<file path="config.mk">
export PLATFORM = sky130hd
export DESIGN_NAME = sfs_top
export DESIGN_NICKNAME = d
export VERILOG_FILES = /design/src/inc/sfs_pkg.sv /design/src/core/sfs_sync.sv /design/src/core/sfs_timer.sv /design/src/core/sfs_top.sv
export VERILOG_INCLUDE_DIRS = /design/src /design/src/inc
export SDC_FILE = /design/constraint.sdc
export NUM_CORES = 1
export LEC_CHECK = 0
export BUFFER_PORTS_ARGS = -buffer_cell sky130_fd_sc_hd__buf_2
export CORE_ASPECT_RATIO = 0.5
export CORE_MARGIN = 5
export CORE_UTILIZATION = 35
export DETAILED_ROUTE_END_ITERATION = 8
export GPL_TIMING_DRIVEN = 0
export PLACE_DENSITY = 0.62
export SETUP_SLACK_MARGIN = 0.15
export SYNTH_ARGS = -nofsm -noshare
export SYNTH_HDL_FRONTEND = slang
export SYNTH_SLANG_ARGS = --single-unit
</file>
<file path="constraint.sdc">
create_clock -name ref_clk -period 3.35 [get_ports ref_clk]
set_clock_uncertainty 0.2 [all_clocks]
set_input_delay 0.5025 -clock ref_clk [delete_from_list [all_inputs] [get_ports ref_clk]]
set_output_delay 0.5025 -clock ref_clk [all_outputs]
set_load 0.005 [all_outputs]
</file>
<file path="src/inc/sfs_cfg.svh">
// offsets, field positions, reset values and timing counts of the function setting block
`ifndef SFS_CFG_SVH
`define SFS_CFG_SVH
// ****************************************
// register byte offsets
// ****************************************
`define SFS_A_CTRL 8'h00
`define SFS_A_ANGLE 8'h04
`define SFS_A_DELAY 8'h08
`define SFS_A_LIFT 8'h0C
`define SFS_A_COUNT 8'h10
`define SFS_A_STAT 8'h14
// ****************************************
// control field positions
// ****************************************
`define SFS_F_CNT 0
`define SFS_F_REV 1
`define SFS_F_DIAL 3
`define SFS_F_COMP 5
`define SFS_F_NL 6
`define SFS_F_PM 7
`define SFS_F_OF 10
// ****************************************
// legal ranges and codes
// ****************************************
`define SFS_DIAL_MAX 2'h2
`define SFS_PM_MAX 3'h6
`define SFS_OF_MAX 4'hA
`define SFS_OF_STOP 4'hA
`define SFS_ANGLE_MAX 9'h167
`define SFS_DELAY_MAX 9'h1F4
`define SFS_LIFT_MIN 9'h001
`define SFS_LIFT_MAX 9'h1F4
// ****************************************
// reset values
// ****************************************
`define SFS_ANGLE_RST 9'h000
`define SFS_DELAY_RST 9'h000
`define SFS_LIFT_RST 9'h064
`define SFS_COUNT_RST 16'h0000
// ****************************************
// timing
// ****************************************
`define SFS_MS_NS 1000000
`define SFS_CLK_NS 50
`endif

</file>
<file path="src/inc/sfs_pkg.sv">
// types shared by the function setting block
package sfs_pkg;
  typedef logic [7:0] sfs_addr_t;
  typedef logic [31:0] sfs_word_t;
  typedef enum logic [1:0] {sfs_rev_normal, sfs_rev_lvl_sync, sfs_rev_lvl, sfs_rev_alt} sfs_rev_e;
  typedef enum logic [1:0] {sfs_dial_none, sfs_dial_analog, sfs_dial_digital} sfs_dial_e;
  typedef enum logic [2:0] {
    sfs_pm_level, sfs_pm_toggle, sfs_pm_max_lvl, sfs_pm_max_tog,
    sfs_pm_wrap_sync, sfs_pm_wrap_lvl, sfs_pm_wrap_alt
  } sfs_pm_e;
  typedef enum logic [1:0] {sfs_brk_idle, sfs_brk_wait, sfs_brk_turn, sfs_brk_hold} sfs_brk_e;
endpackage : sfs_pkg

</file>
<file path="src/core/sfs_sync.sv">
// two flip-flop synchroniser for a group of pin levels
`timescale 1ns/100ps
module sfs_sync #(
  parameter int W = 1
) (
  // clock and reset
  input wire logic ref_clk,
  input wire logic rst,
  // levels
  input wire logic [W-1:0] d,
  output logic [W-1:0] q
);
  logic [W-1:0] meta_r;
  logic [W-1:0] q_r;
  always_ff @(posedge ref_clk) begin
    if (rst) begin
      meta_r <= '0;
      q_r <= '0;
    end else begin
      meta_r <= d;
      q_r <= meta_r;
    end
  end
  assign q = q_r;
endmodule : sfs_sync

</file>
<file path="src/core/sfs_timer.sv">
// millisecond delay timer: done pulses after ms milliseconds from start
`timescale 1ns/100ps
module sfs_timer #(
  parameter int unsigned MS_CYC = 20000
) (
  // clock and reset
  input wire logic ref_clk,
  input wire logic rst,
  // request and answer
  input wire logic start,
  input wire logic [8:0] ms,
  output logic done
);
  localparam int PW = $clog2(MS_CYC + 1);
  logic [PW-1:0] pre_r;
  logic [8:0] ms_r;
  logic run_r;
  logic done_r;
  // a new start restarts the count, so a late retrigger never yields an early done
  always_ff @(posedge ref_clk) begin
    if (rst) begin
      pre_r <= '0;
      ms_r <= 9'h000;
      run_r <= 1'b0;
      done_r <= 1'b0;
    end else begin
      done_r <= 1'b0;
      if (start) begin
        run_r <= 1'b1;
        ms_r <= ms;
        pre_r <= '0;
      end else if (run_r) begin
        if (ms_r == 9'h000) begin
          run_r <= 1'b0;
          done_r <= 1'b1;
        end else if (pre_r == PW'(MS_CYC - 1)) begin
          pre_r <= '0;
          ms_r <= ms_r - 9'h001;
        end else begin
          pre_r <= pre_r + PW'(1);
        end
      end
    end
  end
  assign done = done_r;
endmodule : sfs_timer

</file>
<file path="src/core/sfs_top.sv">
// function setting logic of a sewing motor control box, with apb register access
//
// Function
// - count one per finished thread trim
// - counting 1 on, 0 off; off blanks
// - counting ignored without sensor or with panel
// - reverse switch modes 0 to 3 decoded
// - dial selection none, analog, digital decoded
// - brake at upper loss or after angle
// - altv output delayed 0 to 500 ms
// - neutral lift at second neutral position
// - neutral lift uses trimming lift time
// - compensation switch: up/down or one stitch
// - mode 0 presser follows pedal level
// - mode 1 pedal press toggles presser
// - modes 2 and 3 force altv maximum
// - modes 4 to 6 drive wrapper control
// - output code 10 shows machine stopped
`timescale 1ns/100ps
`include "sfs_cfg.svh"
module sfs_top #(
  parameter int unsigned MS_CYC = `SFS_MS_NS / `SFS_CLK_NS
) (
  // clock and reset
  input wire logic ref_clk,
  input wire logic rst,
  // apb slave
  input wire logic psel,
  input wire logic penable,
  input wire logic pwrite,
  input wire sfs_pkg::sfs_addr_t paddr,
  input wire sfs_pkg::sfs_word_t pwdata,
  output sfs_pkg::sfs_word_t prdata,
  output logic pready,
  output logic pslverr,
  // operator and machine pins
  input wire logic edge_sensor_fitted,
  input wire logic panel_connected,
  input wire logic trim_done,
  input wire logic upper_detect,
  input wire logic angle_tick,
  input wire logic reverse_lift_req,
  input wire logic reverse_switch,
  input wire logic presser_pedal,
  input wire logic altv_switch,
  input wire logic pedal_neutral,
  input wire logic auto_lowered,
  input wire logic comp_switch,
  input wire logic machine_stopped,
  // actuator and panel outputs
  output logic presser_lift,
  output logic wrapper_on,
  output logic reverse_feed,
  output logic altv_out,
  output logic altv_max,
  output logic brake_start,
  output logic dial_analog_en,
  output logic alternate_vertical_dial_digital,
  output logic comp_updown,
  output logic comp_one_stitch,
  output logic count_blank,
  output logic machine_stopped_indication
);
  import sfs_pkg::*;

  // ****************************************
  // pin synchronisers and edges
  // ****************************************
  logic [12:0] pin_s;
  logic [12:0] pin_prev_r;
  logic [12:0] pin_rise;
  logic [12:0] pin_fall;
  logic edge_s, panel_s, trim_s, up_s, tick_s, rlift_s, rev_s;
  logic pp_s, altv_s, neut_s, alow_s, comp_s, stop_s;
  sfs_sync #(.W(13)) u_sync (
    .ref_clk(ref_clk),
    .rst(rst),
    .d({edge_sensor_fitted, panel_connected, trim_done, upper_detect, angle_tick,
        reverse_lift_req, reverse_switch, presser_pedal, altv_switch, pedal_neutral,
        auto_lowered, comp_switch, machine_stopped}),
    .q(pin_s)
  );
  assign {edge_s, panel_s, trim_s, up_s, tick_s, rlift_s, rev_s,
          pp_s, altv_s, neut_s, alow_s, comp_s, stop_s} = pin_s;
  always_ff @(posedge ref_clk) begin
    if (rst) begin
      pin_prev_r <= 13'h0000;
    end else begin
      pin_prev_r <= pin_s;
    end
  end
  assign pin_rise = pin_s & ~pin_prev_r;
  assign pin_fall = ~pin_s & pin_prev_r;
  logic trim_rise, up_fall, tick_rise, rev_rise, pp_rise, altv_rise, altv_fall;
  logic neut_rise, neut_fall, alow_rise, comp_rise;
  assign trim_rise = pin_rise[10];
  assign up_fall = pin_fall[9];
  assign tick_rise = pin_rise[8];
  assign rev_rise = pin_rise[6];
  assign pp_rise = pin_rise[5];
  assign altv_rise = pin_rise[4];
  assign altv_fall = pin_fall[4];
  assign neut_rise = pin_rise[3];
  assign neut_fall = pin_fall[3];
  assign alow_rise = pin_rise[2];
  assign comp_rise = pin_rise[1];

  // ****************************************
  // apb slave
  // ****************************************
  // one wait state: the answer is registered, so pready comes from a flop
  logic pready_r, pslverr_r, acc, commit, mapped;
  sfs_word_t prdata_r, rd_mux;
  logic cnt_en_r, comp_sel_r, nl_en_r;
  sfs_rev_e rev_r;
  sfs_dial_e dial_r;
  sfs_pm_e pm_r;
  logic [3:0] of_r;
  logic [8:0] angle_r, delay_r, lift_r;
  logic [15:0] count_r;
  logic presser_r, wrapper_r, revf_r, altv_out_r, altv_max_r, brake_r;
  logic dial_an_r, dial_dg_r, comp_ud_r, comp_one_r, blank_r, stop_out_r;
  assign acc = psel & penable & ~pready_r;
  assign commit = psel & penable & pready_r & pwrite;
  assign mapped = (paddr == `SFS_A_CTRL) | (paddr == `SFS_A_ANGLE) |
                  (paddr == `SFS_A_DELAY) | (paddr == `SFS_A_LIFT) |
                  (paddr == `SFS_A_COUNT) | (paddr == `SFS_A_STAT);
  always_comb begin
    rd_mux = 32'h0000_0000;
    unique case (paddr)
      `SFS_A_CTRL: rd_mux[13:0] = {of_r, pm_r, nl_en_r, comp_sel_r, dial_r, rev_r, cnt_en_r};
      `SFS_A_ANGLE: rd_mux[8:0] = angle_r;
      `SFS_A_DELAY: rd_mux[8:0] = delay_r;
      `SFS_A_LIFT: rd_mux[8:0] = lift_r;
      `SFS_A_COUNT: rd_mux[15:0] = count_r;
      `SFS_A_STAT: rd_mux[6:0] = {stop_s, brake_r, wrapper_r, altv_max_r, altv_out_r,
                                 presser_r, blank_r};
      default: rd_mux = 32'h0000_0000;
    endcase
  end
  always_ff @(posedge ref_clk) begin
    if (rst) begin
      pready_r <= 1'b0;
      pslverr_r <= 1'b0;
      prdata_r <= 32'h0000_0000;
    end else begin
      pready_r <= acc;
      pslverr_r <= acc & ~mapped;
      if (acc & ~pwrite) begin
        prdata_r <= rd_mux;
      end
    end
  end

  // ****************************************
  // setting registers
  // ****************************************
  // each field is checked on its own, so one bad field does not void the rest
  always_ff @(posedge ref_clk) begin
    if (rst) begin
      cnt_en_r <= 1'b0;
      rev_r <= sfs_rev_normal;
      dial_r <= sfs_dial_none;
      comp_sel_r <= 1'b0;
      nl_en_r <= 1'b0;
      pm_r <= sfs_pm_level;
      of_r <= 4'h0;
    end else if (commit && paddr == `SFS_A_CTRL) begin
      cnt_en_r <= pwdata[`SFS_F_CNT];
      rev_r <= sfs_rev_e'(pwdata[`SFS_F_REV +: 2]);
      comp_sel_r <= pwdata[`SFS_F_COMP];
      nl_en_r <= pwdata[`SFS_F_NL];
      if (pwdata[`SFS_F_DIAL +: 2] <= `SFS_DIAL_MAX) begin
        dial_r <= sfs_dial_e'(pwdata[`SFS_F_DIAL +: 2]);
      end
      if (pwdata[`SFS_F_PM +: 3] <= `SFS_PM_MAX) begin
        pm_r <= sfs_pm_e'(pwdata[`SFS_F_PM +: 3]);
      end
      if (pwdata[`SFS_F_OF +: 4] <= `SFS_OF_MAX) begin
        of_r <= pwdata[`SFS_F_OF +: 4];
      end
    end
  end
  always_ff @(posedge ref_clk) begin
    if (rst) begin
      angle_r <= `SFS_ANGLE_RST;
      delay_r <= `SFS_DELAY_RST;
      lift_r <= `SFS_LIFT_RST;
    end else if (commit) begin
      if (paddr == `SFS_A_ANGLE && pwdata[8:0] <= `SFS_ANGLE_MAX && pwdata[31:9] == 23'h0) begin
        angle_r <= pwdata[8:0];
      end
      if (paddr == `SFS_A_DELAY && pwdata[8:0] <= `SFS_DELAY_MAX && pwdata[31:9] == 23'h0) begin
        delay_r <= pwdata[8:0];
      end
      if (paddr == `SFS_A_LIFT && pwdata[8:0] >= `SFS_LIFT_MIN &&
          pwdata[8:0] <= `SFS_LIFT_MAX && pwdata[31:9] == 23'h0) begin
        lift_r <= pwdata[8:0];
      end
    end
  end

  // ****************************************
  // sewing counter
  // ****************************************
  logic cnt_act, cnt_clr;
  assign cnt_act = cnt_en_r & edge_s & ~panel_s;
  assign cnt_clr = commit & (paddr == `SFS_A_COUNT);
  always_ff @(posedge ref_clk) begin
    if (rst) begin
      count_r <= `SFS_COUNT_RST;
      blank_r <= 1'b1;
    end else begin
      blank_r <= ~cnt_act;
      if (trim_rise & cnt_act) begin
        count_r <= cnt_clr ? 16'h0001 : count_r + 16'h0001;
      end else if (cnt_clr) begin
        count_r <= `SFS_COUNT_RST;
      end
    end
  end

  // ****************************************
  // reverse switch, wrapper and presser pedal
  // ****************************************
  logic rev_lvl, pm_lvl, wrap_tog, wrap_sync, ped_hold_r;
  assign rev_lvl = (rev_r == sfs_rev_lvl_sync) | (rev_r == sfs_rev_lvl);
  assign pm_lvl = (pm_r == sfs_pm_wrap_sync) | (pm_r == sfs_pm_wrap_lvl);
  assign wrap_tog = ((rev_r == sfs_rev_alt) & rev_rise) | ((pm_r == sfs_pm_wrap_alt) & pp_rise);
  assign wrap_sync = (rev_r == sfs_rev_lvl_sync) | (pm_r == sfs_pm_wrap_sync);
  always_ff @(posedge ref_clk) begin
    if (rst) begin
      wrapper_r <= 1'b0;
      revf_r <= 1'b0;
    end else begin
      revf_r <= (rev_r == sfs_rev_normal) & rev_s;
      if (wrap_tog) begin
        wrapper_r <= ~wrapper_r;
      end else if (rev_lvl | pm_lvl) begin
        wrapper_r <= (rev_lvl & rev_s) | (pm_lvl & pp_s);
      end else if (rev_r != sfs_rev_alt && pm_r != sfs_pm_wrap_alt) begin
        wrapper_r <= 1'b0;
      end
    end
  end
  always_ff @(posedge ref_clk) begin
    if (rst) begin
      ped_hold_r <= 1'b0;
      altv_max_r <= 1'b0;
    end else begin
      unique case (pm_r)
        sfs_pm_level: ped_hold_r <= pp_s;
        sfs_pm_toggle: ped_hold_r <= ped_hold_r ^ pp_rise;
        default: ped_hold_r <= 1'b0;
      endcase
      unique case (pm_r)
        sfs_pm_max_lvl: altv_max_r <= pp_s;
        sfs_pm_max_tog: altv_max_r <= altv_max_r ^ pp_rise;
        default: altv_max_r <= 1'b0;
      endcase
    end
  end

  // ****************************************
  // neutral automatic presser lift
  // ****************************************
  logic arm_r, left_r, nl_lift_r, nl_go, nl_done;
  assign nl_go = nl_en_r & arm_r & left_r & neut_rise & ~nl_lift_r;
  sfs_timer #(.MS_CYC(MS_CYC)) u_lift_tmr (
    .ref_clk(ref_clk),
    .rst(rst),
    .start(nl_go),
    .ms(lift_r),
    .done(nl_done)
  );
  always_ff @(posedge ref_clk) begin
    if (rst || !nl_en_r) begin
      arm_r <= 1'b0;
      left_r <= 1'b0;
      nl_lift_r <= 1'b0;
    end else if (nl_done) begin
      nl_lift_r <= 1'b0;
      arm_r <= 1'b1;
      left_r <= 1'b0;
    end else if (nl_go) begin
      nl_lift_r <= 1'b1;
      arm_r <= 1'b0;
    end else if (alow_rise) begin
      arm_r <= 1'b1;
      left_r <= 1'b0;
    end else if (arm_r & neut_fall) begin
      left_r <= 1'b1;
    end
  end
  always_ff @(posedge ref_clk) begin
    if (rst) begin
      presser_r <= 1'b0;
    end else begin
      presser_r <= ped_hold_r | nl_lift_r | (wrap_sync & wrapper_r);
    end
  end

  // ****************************************
  // alternate vertical output delay
  // ****************************************
  logic altv_pend_r, altv_done;
  sfs_timer #(.MS_CYC(MS_CYC)) u_altv_tmr (
    .ref_clk(ref_clk),
    .rst(rst),
    .start(altv_rise),
    .ms(delay_r),
    .done(altv_done)
  );
  always_ff @(posedge ref_clk) begin
    if (rst || altv_fall) begin
      altv_pend_r <= 1'b0;
      altv_out_r <= 1'b0;
    end else if (altv_rise) begin
      altv_pend_r <= 1'b1;
    end else if (altv_done & altv_pend_r & altv_s) begin
      altv_out_r <= 1'b1;
      altv_pend_r <= 1'b0;
    end
  end

  // ****************************************
  // reversing brake start angle
  // ****************************************
  sfs_brk_e brk_r, brk_nxt;
  logic [8:0] deg_r;
  always_comb begin
    brk_nxt = brk_r;
    unique case (brk_r)
      sfs_brk_idle: if (rlift_s) brk_nxt = sfs_brk_wait;
      sfs_brk_wait: if (up_fall) brk_nxt = (angle_r == 9'h000) ? sfs_brk_hold : sfs_brk_turn;
      sfs_brk_turn: if (tick_rise && deg_r + 9'h001 >= angle_r) brk_nxt = sfs_brk_hold;
      sfs_brk_hold: brk_nxt = sfs_brk_hold;
    endcase
    if (!rlift_s) begin
      brk_nxt = sfs_brk_idle;
    end
  end
  always_ff @(posedge ref_clk) begin
    if (rst) begin
      brk_r <= sfs_brk_idle;
      deg_r <= 9'h000;
      brake_r <= 1'b0;
    end else begin
      brk_r <= brk_nxt;
      brake_r <= (brk_nxt == sfs_brk_hold);
      if (brk_r != sfs_brk_turn) begin
        deg_r <= 9'h000;
      end else if (tick_rise) begin
        deg_r <= deg_r + 9'h001;
      end
    end
  end

  // ****************************************
  // dial, compensation switch, optional output
  // ****************************************
  // only code 10 is built here; other output codes leave the pin low
  always_ff @(posedge ref_clk) begin
    if (rst) begin
      dial_an_r <= 1'b0;
      dial_dg_r <= 1'b0;
      comp_ud_r <= 1'b0;
      comp_one_r <= 1'b0;
      stop_out_r <= 1'b0;
    end else begin
      dial_an_r <= (dial_r == sfs_dial_analog);
      dial_dg_r <= (dial_r == sfs_dial_digital);
      comp_ud_r <= comp_rise & ~comp_sel_r;
      comp_one_r <= comp_rise & comp_sel_r;
      stop_out_r <= (of_r == `SFS_OF_STOP) & stop_s;
    end
  end

  assign prdata = prdata_r;
  assign pready = pready_r;
  assign pslverr = pslverr_r;
  assign presser_lift = presser_r;
  assign wrapper_on = wrapper_r;
  assign reverse_feed = revf_r;
  assign altv_out = altv_out_r;
  assign altv_max = altv_max_r;
  assign brake_start = brake_r;
  assign dial_analog_en = dial_an_r;
  assign alternate_vertical_dial_digital = dial_dg_r;
  assign comp_updown = comp_ud_r;
  assign comp_one_stitch = comp_one_r;
  assign count_blank = blank_r;
  assign machine_stopped_indication = stop_out_r;
endmodule : sfs_top

</file>
==> impl_metrics.env, run 1 <==
export IMPL_outcome="complete, no violations"
export IMPL_cts_tree="yes"
export IMPL_grt_max_degree=19
export IMPL_dieArea_mm2=0.0287
export IMPL_synth_distinct_cells=67
export IMPL_ys_seq_elements=190
export IMPL_ir_worst_vdd_mv=0.349
export IMPL_timing_hold_ws_ps=71.0
export IMPL_crit_start="deg_r[1]$_SDFFE_PP0P_"
export IMPL_ctsResizeCount=0
export IMPL_initial_utilization_pct=35.3
export IMPL_cp_slowest_stage_delay_ps=380
export IMPL_endpoint="brk_r[0]$_SDFF_PP0_"
export IMPL_syn_to_final_growth_pct=17.0
export IMPL_fin_crit_ps=2960
export IMPL_dieWidth_um=235
export IMPL_antenna_left=0
export IMPL_timing_final_crit_share_pct=88.4
export IMPL_synth_warnings=0
export IMPL_rows=41
export IMPL_async_flop_share_pct=0
export IMPL_cts_hold_buffers=0
export IMPL_ff2ff_path_depth=11
export IMPL_routed_wl_um=24200
export IMPL_power_leakage_nw=3.92
export IMPL_critical_path_arrival_ps=3090
export IMPL_gp_congestion=0.885
export IMPL_insertion_delay_ps=440
export IMPL_die_h_um=122
export IMPL_synth_main_ff_cell="dfxtp_1"
export IMPL_clockBufferDepth=2
export IMPL_power_density_mw_per_mm2=443
export IMPL_grt_pass1_wl_um=38500
export IMPL_end_kind="flop"
export IMPL_synth_enable_flop_cells=0
export IMPL_path_class="reg2reg"
export IMPL_wire_per_inst_um=16.4
export IMPL_dp_slack_ps=236
export IMPL_cts_sink_count=190
export IMPL_synthesis_area_mm2=0.00883
export IMPL_finalSetupTns_ps=0
export IMPL_cts_root_buf="clkbuf_16"
export IMPL_start_kind="flop"
export IMPL_io_pins=104
export IMPL_critical_path_buf_inv_count=1
export IMPL_drt_pass1_iterations=5
export IMPL_setup_ws_ps=389
export IMPL_layout_common_cells="dfxtp_1, nor2_1, buf_2"
export IMPL_r2r_start="deg_r[1]$_SDFFE_PP0P_"
export IMPL_drive_gt1_share_pct=15.1
export IMPL_syn_avg_cell_area_um2=8.88
export IMPL_grt_overflow_total=0
export IMPL_total_power_mw=4.58
export IMPL_dr_total_vias=7510
export IMPL_htreeDepth=4
export IMPL_cts_buffers=17
export IMPL_r2r_end="brk_r[0]$_SDFF_PP0_"
export IMPL_nNetsFinal=1188
export IMPL_vias_per_cell=5.11
export IMPL_path_delay_family="simple AND/OR/NAND/NOR gates"
export IMPL_worst_path_stages=11
export IMPL_io_buffers=84
export IMPL_crit_required_ps=3480
export IMPL_tightest_slew_ps=1110
export IMPL_path_clk_slew_ps=70
export IMPL_first_iter_violations=489
export IMPL_rsz0062_at_grt="false"
export IMPL_antenna_found_initial=1
export IMPL_post_cts_setup_buffer_count=0
export IMPL_core_mm2=0.0250
export IMPL_grt_pass1_vias=7186
export IMPL_setup_viol=0
export IMPL_min_path_type="in2reg"
export IMPL_slew_headroom_pct=25.2
export IMPL_maxCapViolCount=0
export IMPL_fmax_mhz=338
export IMPL_dpl_hpwl_um=18300
export IMPL_ys_seq_area_share_pct=43.1
export IMPL_finish_utilization_pct=41.3
export IMPL_path_max_fanout=5
export IMPL_netlist_instances=994
export IMPL_drv_slew=0
export IMPL_path_common_cell="nor2_1"
export IMPL_drc=0
export IMPL_regToRegSetupSlack_ps=390
export IMPL_cp_slowest_cell="a2111oi_1"
export IMPL_final_common_cell="dfxtp_1"
export IMPL_grt_total_usage_pct=16.6
export IMPL_path_cells="ha_2 > nand3_1 > or2_2 > clkbuf_1 > nor2_1 > xor2_1 > ha_1 > and4_1 > a2111oi_1 > o211a_1 > nor2_1"
export IMPL_finalHoldViolations=0
-- per-stage QoR --
stage          instances  instance area [µm²]
6_report            1470                10300
5_1_grt             1469                10300
3_5_place_dp        1437                 9740
3_3_place_gp        1437                 9740
4_1_cts             1469                10300
2_1_floorplan       1009                 8890
-- area by class of cell --
| cell class | instances | area (µm²) |
|---|---|---|
| diodes | 1 | 2.50 |
| plain buffers | 62 | 309 |
| clock buffers | 18 | 439 |
| clock inverters | 14 | 149 |
| fillers | 2532 | 14700 |
| inverters | 26 | 97.6 |
| multi-input cells | 731 | 4680 |
| flip-flops and latches | 190 | 3800 |
| well taps | 344 | 430 |
| repair buffers | 84 | 420 |
-- registers in the layout, indices dropped and copies added, names as in the netlist, 13 cells and up --
signal	count
count_r	16
u_sync.meta_r	13
u_lift_tmr.pre_r	15
u_sync.q	13
prdata	16
u_altv_tmr.pre_r	15
-- power by group --
| group | leakage (nW) | switching, mW | internal [mW] |
|---|---|---|---|
| registers | 1.54 | 0.0157 | 2.29 |
| logic | 2.11 | 0.159 | 0.0993 |
| clock network | 0.277 | 0.947 | 1.07 |
| total | 3.92 | 1.12 | 3.46 |
-- worst min path at each step --
stage	startpoint	endpoint	slack [ps]	cells after the start
2_1_floorplan	pin_prev_r[1]$_SDFF_PP0_	comp_updown$_SDFF_PP0_	190	1
3_3_place_gp	u_sync.meta_r[8]$_SDFF_PP0_	u_sync.q[8]$_SDFF_PP0_	220	1
3_5_place_dp	u_sync.meta_r[10]$_SDFF_PP0_	u_sync.q[10]$_SDFF_PP0_	220	1
4_1_cts	reverse_switch	u_sync.meta_r[6]$_SDFF_PP0_	60	2
5_1_grt	reverse_switch	u_sync.meta_r[6]$_SDFF_PP0_	70	2
6_report	trim_done	u_sync.meta_r[10]$_SDFF_PP0_	70	2
-- cells in the mapped netlist, drive strengths merged (2+ instances only) --
library cell / instances / area [µm²]
xnor2: 23 / 201
mux2i: 34 / 340
or2: 3 / 18.8
o21a: 7 / 52.6
o211a: 2 / 20.0
nor2: 115 / 432
inv: 26 / 97.6
a22oi: 8 / 60.1
ha: 18 / 225
clkbuf: 35 / 131
a311oi: 2 / 17.5
o211ai: 4 / 30.0
a21o: 6 / 45.0
or4: 3 / 26.3
and3b: 4 / 35.0
a221oi: 5 / 43.8
buf: 27 / 178
nor2b: 49 / 307
nand4b: 3 / 26.3
nand2b: 34 / 213
and4: 5 / 43.8
and2: 3 / 18.8
a21oi: 54 / 270
nand2: 57 / 216
dfxtp: 190 / 3800
a211oi: 19 / 153
xor2: 34 / 298
nand4: 23 / 144
nor4: 17 / 179
o22ai: 4 / 25.0
nor3b: 6 / 45.0
or3: 16 / 100
o21ai: 34 / 170
a31o: 2 / 17.5
nand3: 50 / 250
mux4: 5 / 113
nor3: 32 / 181
and3: 5 / 31.3
o221ai: 4 / 35.0
nand3b: 5 / 37.5
nor4b: 2 / 23.8
a31oi: 4 / 25.0
or4b: 5 / 57.6
-- cell families after synthesis --
| kind of cell | count (synthesis) | synth area share, % |
|---|---|---|
| buffers and inverters | 88 | 4.61 |
| multiplexers | 39 | 5.13 |
| AO/OA/AOI/OAI | 161 | 11.5 |
| other | 1 | 0.0425 |
| AND/OR/NAND/NOR | 440 | 27.4 |
| flip-flops | 190 | 43.1 |
| XOR/XNOR | 57 | 5.65 |
| adder cells (fa/ha/maj) | 18 | 2.55 |
-- metal layers --
metal | global-route usage (%) | vias to the layer above | wire, µm
li1 | - | 3712 | -
met1 | 21.7 | 3567 | 11100
met2 | 28.1 | 181 | 11400
met3 | 3.08 | 48 | 1050
met4 | 5.32 | 2 | 604
met5 | 0 | - | 7
(Power assumes the default switching activity.)
==> run 2, diff against run 1 <==
CORE_ASPECT_RATIO = 1.75   (was 0.5)
TNS_END_PERCENT = 50   (was default)
==> run 2 against run 1 <==
Count of clock-buffer cells in the layout grew 1; largest cell class unchanged; clock power rose by 2%; die area fell by 0.24%; final cell count decreased by 2.0%; cell area fell by 0.24%; power is 1.1% higher; critical path type unchanged; global-route usage rose by 0.66 points; wire length rose by 1.1%; largest power group unchanged.
==> impl_metrics.env, run 2 (synthesized netlist as in run 1, its figures left out) <==
export IMPL_outcome="complete, no violations"
export IMPL_finalHoldViolations=0
export IMPL_dpl_cell_area_mm2=0.00970
export IMPL_nNetsFinal=1188
export IMPL_post_cts_setup_buffer_count=0
export IMPL_cts_buffers=17
export IMPL_power_frac_comb_pct=5.6
export IMPL_dieWidth_um=130
export IMPL_clockBufferDepth=2
export IMPL_maxCapViolCount=0
export IMPL_drc=0
export IMPL_dp_slack_ps=159
export IMPL_routed_wl_um=24400
export IMPL_antenna_left=0
export IMPL_fmax_mhz=331
export IMPL_crit_required_ps=3490
export IMPL_io_pins=104
export IMPL_switching_share_pct=23.8
export IMPL_rsz0062_at_grt="false"
export IMPL_drv_slew=0
export IMPL_first_iter_violations=337
export IMPL_setup_ws_ps=326
export IMPL_io_buffers=84
export IMPL_ir_worst_vdd_mv=0.370
export IMPL_grt_max_degree=18
export IMPL_setup_viol=0
export IMPL_wl_met2_um=12900
export IMPL_path_class="reg2reg"
export IMPL_min_path_type="in2reg"
export IMPL_drt_pass1_iterations=5
export IMPL_path_max_fanout=5
export IMPL_timing_hold_ws_ps=65.4
export IMPL_sequentialPowerShare_pct=49.8
export IMPL_fin_area_mm2=0.0103
export IMPL_vias_per_cell=5.15
export IMPL_p_int_mw=3.53
export IMPL_dr_total_vias=7427
export IMPL_dr_wl_met3_um=1180
export IMPL_grt_overflow_total=0
export IMPL_final_common_cell="dfxtp_1"
export IMPL_grt_pass1_wl_um=38400
export IMPL_timing_final_crit_share_pct=90.3
export IMPL_die_h_um=220
export IMPL_fin_crit_ps=3020
export IMPL_dieArea_mm2=0.0286
export IMPL_critical_path_arrival_ps=3160
export IMPL_dr_max_layer_used="met5"
export IMPL_syn_to_final_growth_pct=16.7
export IMPL_htreeDepth=4
export IMPL_finalSetupTns_ps=0
export IMPL_seqCellArea_mm2=0.00380
export IMPL_total_power_mw=4.63
export IMPL_path_clk_slew_ps=70
export IMPL_r2r_start="deg_r[0]$_SDFFE_PP0P_"
export IMPL_ff2ff_path_depth=11
export IMPL_grt_pass1_vias=7321
export IMPL_n_fill_cell=2543
export IMPL_cts_tree="yes"
export IMPL_insertedDiodeCount=0
export IMPL_slew_headroom_pct=24.2
export IMPL_grt_total_usage_pct=17.2
export IMPL_cts_sink_count=190
export IMPL_regToRegSetupSlack_ps=330
export IMPL_cts_hold_buffers=0
export IMPL_dpl_hpwl_um=19000
export IMPL_drive_gt1_share_pct=14.9
export IMPL_p_switching_mw=1.10
export IMPL_end_kind="flop"
export IMPL_min_delay_start="edge_sensor_fitted"
export IMPL_wire_per_inst_um=17.0
export IMPL_power_density_mw_per_mm2=449
export IMPL_met1_length_um=9050
export IMPL_rows=77
export IMPL_gp_congestion=0.896
export IMPL_multi_input_area_mm2=0.00468
export IMPL_insertion_delay_ps=440
export IMPL_holdPathEnd="u_sync.meta_r[12]$_SDFF_PP0_"
export IMPL_power_leakage_nw=3.94
export IMPL_hold_depth=2
export IMPL_initial_utilization_pct=35.2
export IMPL_start_kind="flop"
export IMPL_layout_common_cells="dfxtp_1, nor2_1, buf_2"
export IMPL_antenna_found_initial=3
export IMPL_r2r_end="brake_start$_SDFF_PP0_"
export IMPL_p_clk_share_pct=44.6
export IMPL_core_mm2=0.0250
export IMPL_cts_root_buf="clkbuf_16"
export IMPL_tightest_slew_ps=1130
## run 2: metal layers
| metal | vias to the layer above | track usage [%] |
|---|---|---|
| li1 | 3714 | - |
| met1 | 3450 | 17.9 |
| met4 | 6 | 9.26 |
| met3 | 64 | 4.10 |
| met2 | 193 | 31.4 |
| met5 | - | 0 |
## run 2: worst max path at each step
stage / endpoint / depth (start not counted) / startpoint
floorplan: brake_start$_SDFF_PP0_ / 11 / deg_r[0]$_SDFFE_PP0P_
global placement: u_lift_tmr.ms_r[1]$_SDFFE_PP0P_ / 5 / rst
detailed placement: u_lift_tmr.ms_r[1]$_SDFFE_PP0P_ / 5 / rst
CTS: brake_start$_SDFF_PP0_ / 11 / deg_r[0]$_SDFFE_PP0P_
global route: brake_start$_SDFF_PP0_ / 11 / deg_r[0]$_SDFFE_PP0P_
finish: brake_start$_SDFF_PP0_ / 11 / deg_r[0]$_SDFFE_PP0P_
## run 2: repair_timing
action	CTS	global route
resized for setup	0	2
endpoints found under the setup margin	0	2
endpoints found under the hold margin	0	0
## run 2: cell type report
cell class | count | share of cell area (%)
inverters | 26 | 0.947
multi-input cells | 731 | 45.4
plain buffers | 62 | 3.00
well taps | 316 | 3.84
clock buffers | 19 | 4.30
flip-flops and latches | 190 | 36.9
repair buffers | 84 | 4.08
clock inverters | 13 | 1.52
## run 2: power by group through the flow
stage	Sequential (mW)	Combinational, mW	Clock (mW)
6_report	2.30	0.260	2.07
5_1_grt	2.31	0.287	2.20
4_1_cts	2.30	0.262	2.11
3_5_place_dp	2.36	0.261	0
3_3_place_gp	2.35	0.258	0
2_1_floorplan	2.35	0.150	0
## run 2: critical path, cell delays in order (launching register included)
cell       delay [ps]
dfxtp_1           400
ha_1              240
nand3_1           170
or2_2             330
clkbuf_1          150
nor2_1            140
xor2_1            170
ha_1              260
and4_1            230
a2111oi_2         350
o211a_1           230
nor2_1             50
## run 2: metrics by stage
stage                     utilization (%)  std cells
after CTS                            41.1       1441
after floorplan                         -       1009
after global routing                 41.1       1441
after detailed placement             38.7       1409
final                                41.1       1441
after global placement               38.7       1409
==> run 3, diff against run 2 <==
CORE_UTILIZATION = 55   (was 35)
GPL_TIMING_DRIVEN = 1   (was 0)
PLACE_DENSITY = 0.76   (was 0.62)
==> run 3 against run 2 <==
Register-to-register slack better by 120 ps; wire length is 16% lower; global-route usage increased by 5.0 points; final cell count fell by 12%; utilization grew 21 points; combinational power decreased by 14%; maximum frequency increased by 4.0%; sequential share of layout area increased by 1.4 points; clock power rose by 2%; count of clock-buffer cells in the layout unchanged; die area fell by 34%; largest cell class unchanged; largest power group unchanged; highest routed layer is now met4.
==> impl_metrics.env, run 3 (synthesized netlist as in run 1, its figures left out) <==
export IMPL_ctsResizeCount=0
export IMPL_die_h_um=178
export IMPL_drv_slew=0
export IMPL_dp_cells=1232
export IMPL_cts_sink_count=190
export IMPL_fmax_mhz=344
export IMPL_regToRegSetupSlack_ps=440
export IMPL_cts_tree="yes"
export IMPL_worst_path_stages=10
export IMPL_layout_common_cells="dfxtp_1, nor2_1, buf_2"
export IMPL_io_pins=104
export IMPL_dpl_cell_area_mm2=0.00932
export IMPL_dp_slack_ps=437
export IMPL_path_max_fanout=5
export IMPL_start_kind="flop"
export IMPL_hold_depth=2
export IMPL_grt_total_usage_pct=22.3
export IMPL_critical_path_arrival_ps=3030
export IMPL_dr_total_vias=7329
export IMPL_path_class="reg2reg"
export IMPL_crit_required_ps=3480
export IMPL_grt_max_degree=66
export IMPL_fin_area_mm2=0.00994
export IMPL_htreeDepth=4
export IMPL_rsz0062_at_grt="false"
export IMPL_power_density_mw_per_mm2=467
export IMPL_finalHoldViolations=0
export IMPL_core_mm2=0.0159
export IMPL_r2r_start="deg_r[0]$_SDFFE_PP0P_"
export IMPL_cp_slowest_stage_delay_ps=410
export IMPL_maxCapViolCount=0
export IMPL_grt_pass1_vias=6965
export IMPL_cp_slowest_cell="a2111oi_0"
export IMPL_syn_to_final_growth_pct=12.6
export IMPL_r2r_end="brake_start$_SDFF_PP0_"
export IMPL_outcome="complete, no violations"
export IMPL_ir_worst_vdd_mv=0.371
export IMPL_path_delay_family="simple AND/OR/NAND/NOR gates"
export IMPL_setup_viol=0
export IMPL_grt_pass1_wl_um=33900
export IMPL_tightest_slew_ps=985
export IMPL_dpl_hpwl_um=15000
export IMPL_n_fill_cell=1374
export IMPL_multi_input_area_mm2=0.00468
export IMPL_holdPathEnd="u_sync.meta_r[6]$_SDFF_PP0_"
export IMPL_io_buffers=87
export IMPL_antenna_found_initial=0
export IMPL_power_leakage_nw=3.84
export IMPL_critical_path_buf_inv_count=0
export IMPL_dieWidth_um=106
export IMPL_initial_utilization_pct=55.6
export IMPL_end_kind="flop"
export IMPL_finalSetupTns_ps=0
export IMPL_insertedDiodeCount=0
export IMPL_cts_buffers=17
export IMPL_clockBufferDepth=2
export IMPL_path_cells="ha_1 > nand3_1 > or2_2 > nor2_1 > xor2_1 > ha_1 > and4_1 > a2111oi_0 > o211a_1 > nor2_1"
export IMPL_rows=61
export IMPL_cts_root_buf="clkbuf_16"
export IMPL_final_cells=1264
export IMPL_drive_gt1_share_pct=14.5
export IMPL_drc=0
export IMPL_nNetsFinal=1138
export IMPL_final_common_cell="dfxtp_1"
export IMPL_grt_overflow_total=0
export IMPL_post_cts_setup_buffer_count=0
export IMPL_fin_crit_ps=2910
export IMPL_path_clk_slew_ps=70
export IMPL_timing_final_crit_share_pct=86.8
export IMPL_antenna_left=0
export IMPL_setup_ws_ps=442
export IMPL_seqCellArea_mm2=0.00380
export IMPL_first_iter_violations=544
export IMPL_drt_pass1_iterations=5
export IMPL_ff2ff_path_depth=10
export IMPL_insertion_delay_ps=440
export IMPL_total_power_mw=4.64
export IMPL_dieArea_mm2=0.0188
export IMPL_routed_wl_um=20600
export IMPL_vias_per_cell=5.80
export IMPL_gp_congestion=0.872
export IMPL_wire_per_inst_um=16.3
export IMPL_cts_hold_buffers=0
export IMPL_slew_headroom_pct=33.8
export IMPL_min_path_type="in2reg"
export IMPL_min_delay_start="reverse_switch"
run 3: cell count changes in the layout (fill, tap and decap cells not counted), sizes merged:
cell      before  now
clkbuf        54   19
buf          111   96
clkinvlp       3    1
inv           31   33
run 3: cell type report:
class	instances	area share, %
inverter	26	0.982
timing repair buffer	96	5.09
sequential	190	38.3
clock inverter	13	1.69
clock buffer	19	4.56
multi-input combinational	731	47.0
tap	189	2.38
run 3: routing by layer:
layer  vias to the layer above  share of wire (%)  track usage [%]
met5                         -                  0                0
met4                         0                4.5             11.8
met3                        63                5.2             4.04
met2                       232                 51             40.0
met1                      3423                 39             24.8
li1                       3611                  -                -
run 3: stage by stage:
stage | utilization (%) | hold slack (ps)
4_1_cts | 62.6 | 65.1
3_5_place_dp | 58.7 | 201
2_1_floorplan | - | 189
5_1_grt | 62.6 | 79.3
3_3_place_gp | 58.7 | 203
6_report | 62.6 | 72.6
run 3: worst max path at each step:
stage / start / to / slack, ps
after detailed placement: deg_r[0]$_SDFFE_PP0P_ / brk_r[0]$_SDFF_PP0_ / 440
final: deg_r[0]$_SDFFE_PP0P_ / brake_start$_SDFF_PP0_ / 440
after global placement: deg_r[0]$_SDFFE_PP0P_ / brake_start$_SDFF_PP0_ / 520
after CTS: deg_r[0]$_SDFFE_PP0P_ / brake_start$_SDFF_PP0_ / 420
after floorplan: deg_r[0]$_SDFFE_PP0P_ / brake_start$_SDFF_PP0_ / 570
after global routing: deg_r[0]$_SDFFE_PP0P_ / brake_start$_SDFF_PP0_ / 220
run 3: worst reg2reg max path, cell delays in order (launching register included):
cell and delay, ps:
dfxtp_1 390, ha_1 230, nand3_1 150, or2_2 370, nor2_1 140, xor2_1 160, ha_1 260, and4_1 220
a2111oi_0 410, o211a_1 220, nor2_1 50
run 3: report_power, final:
group | total (mW) | internal, mW | leakage [nW] | switching [mW]
Clock | 2.11 | 1.17 | 0.302 | 0.940
Sequential | 2.30 | 2.29 | 1.54 | 0.0154
Combinational | 0.224 | 0.0865 | 2.00 | 0.137
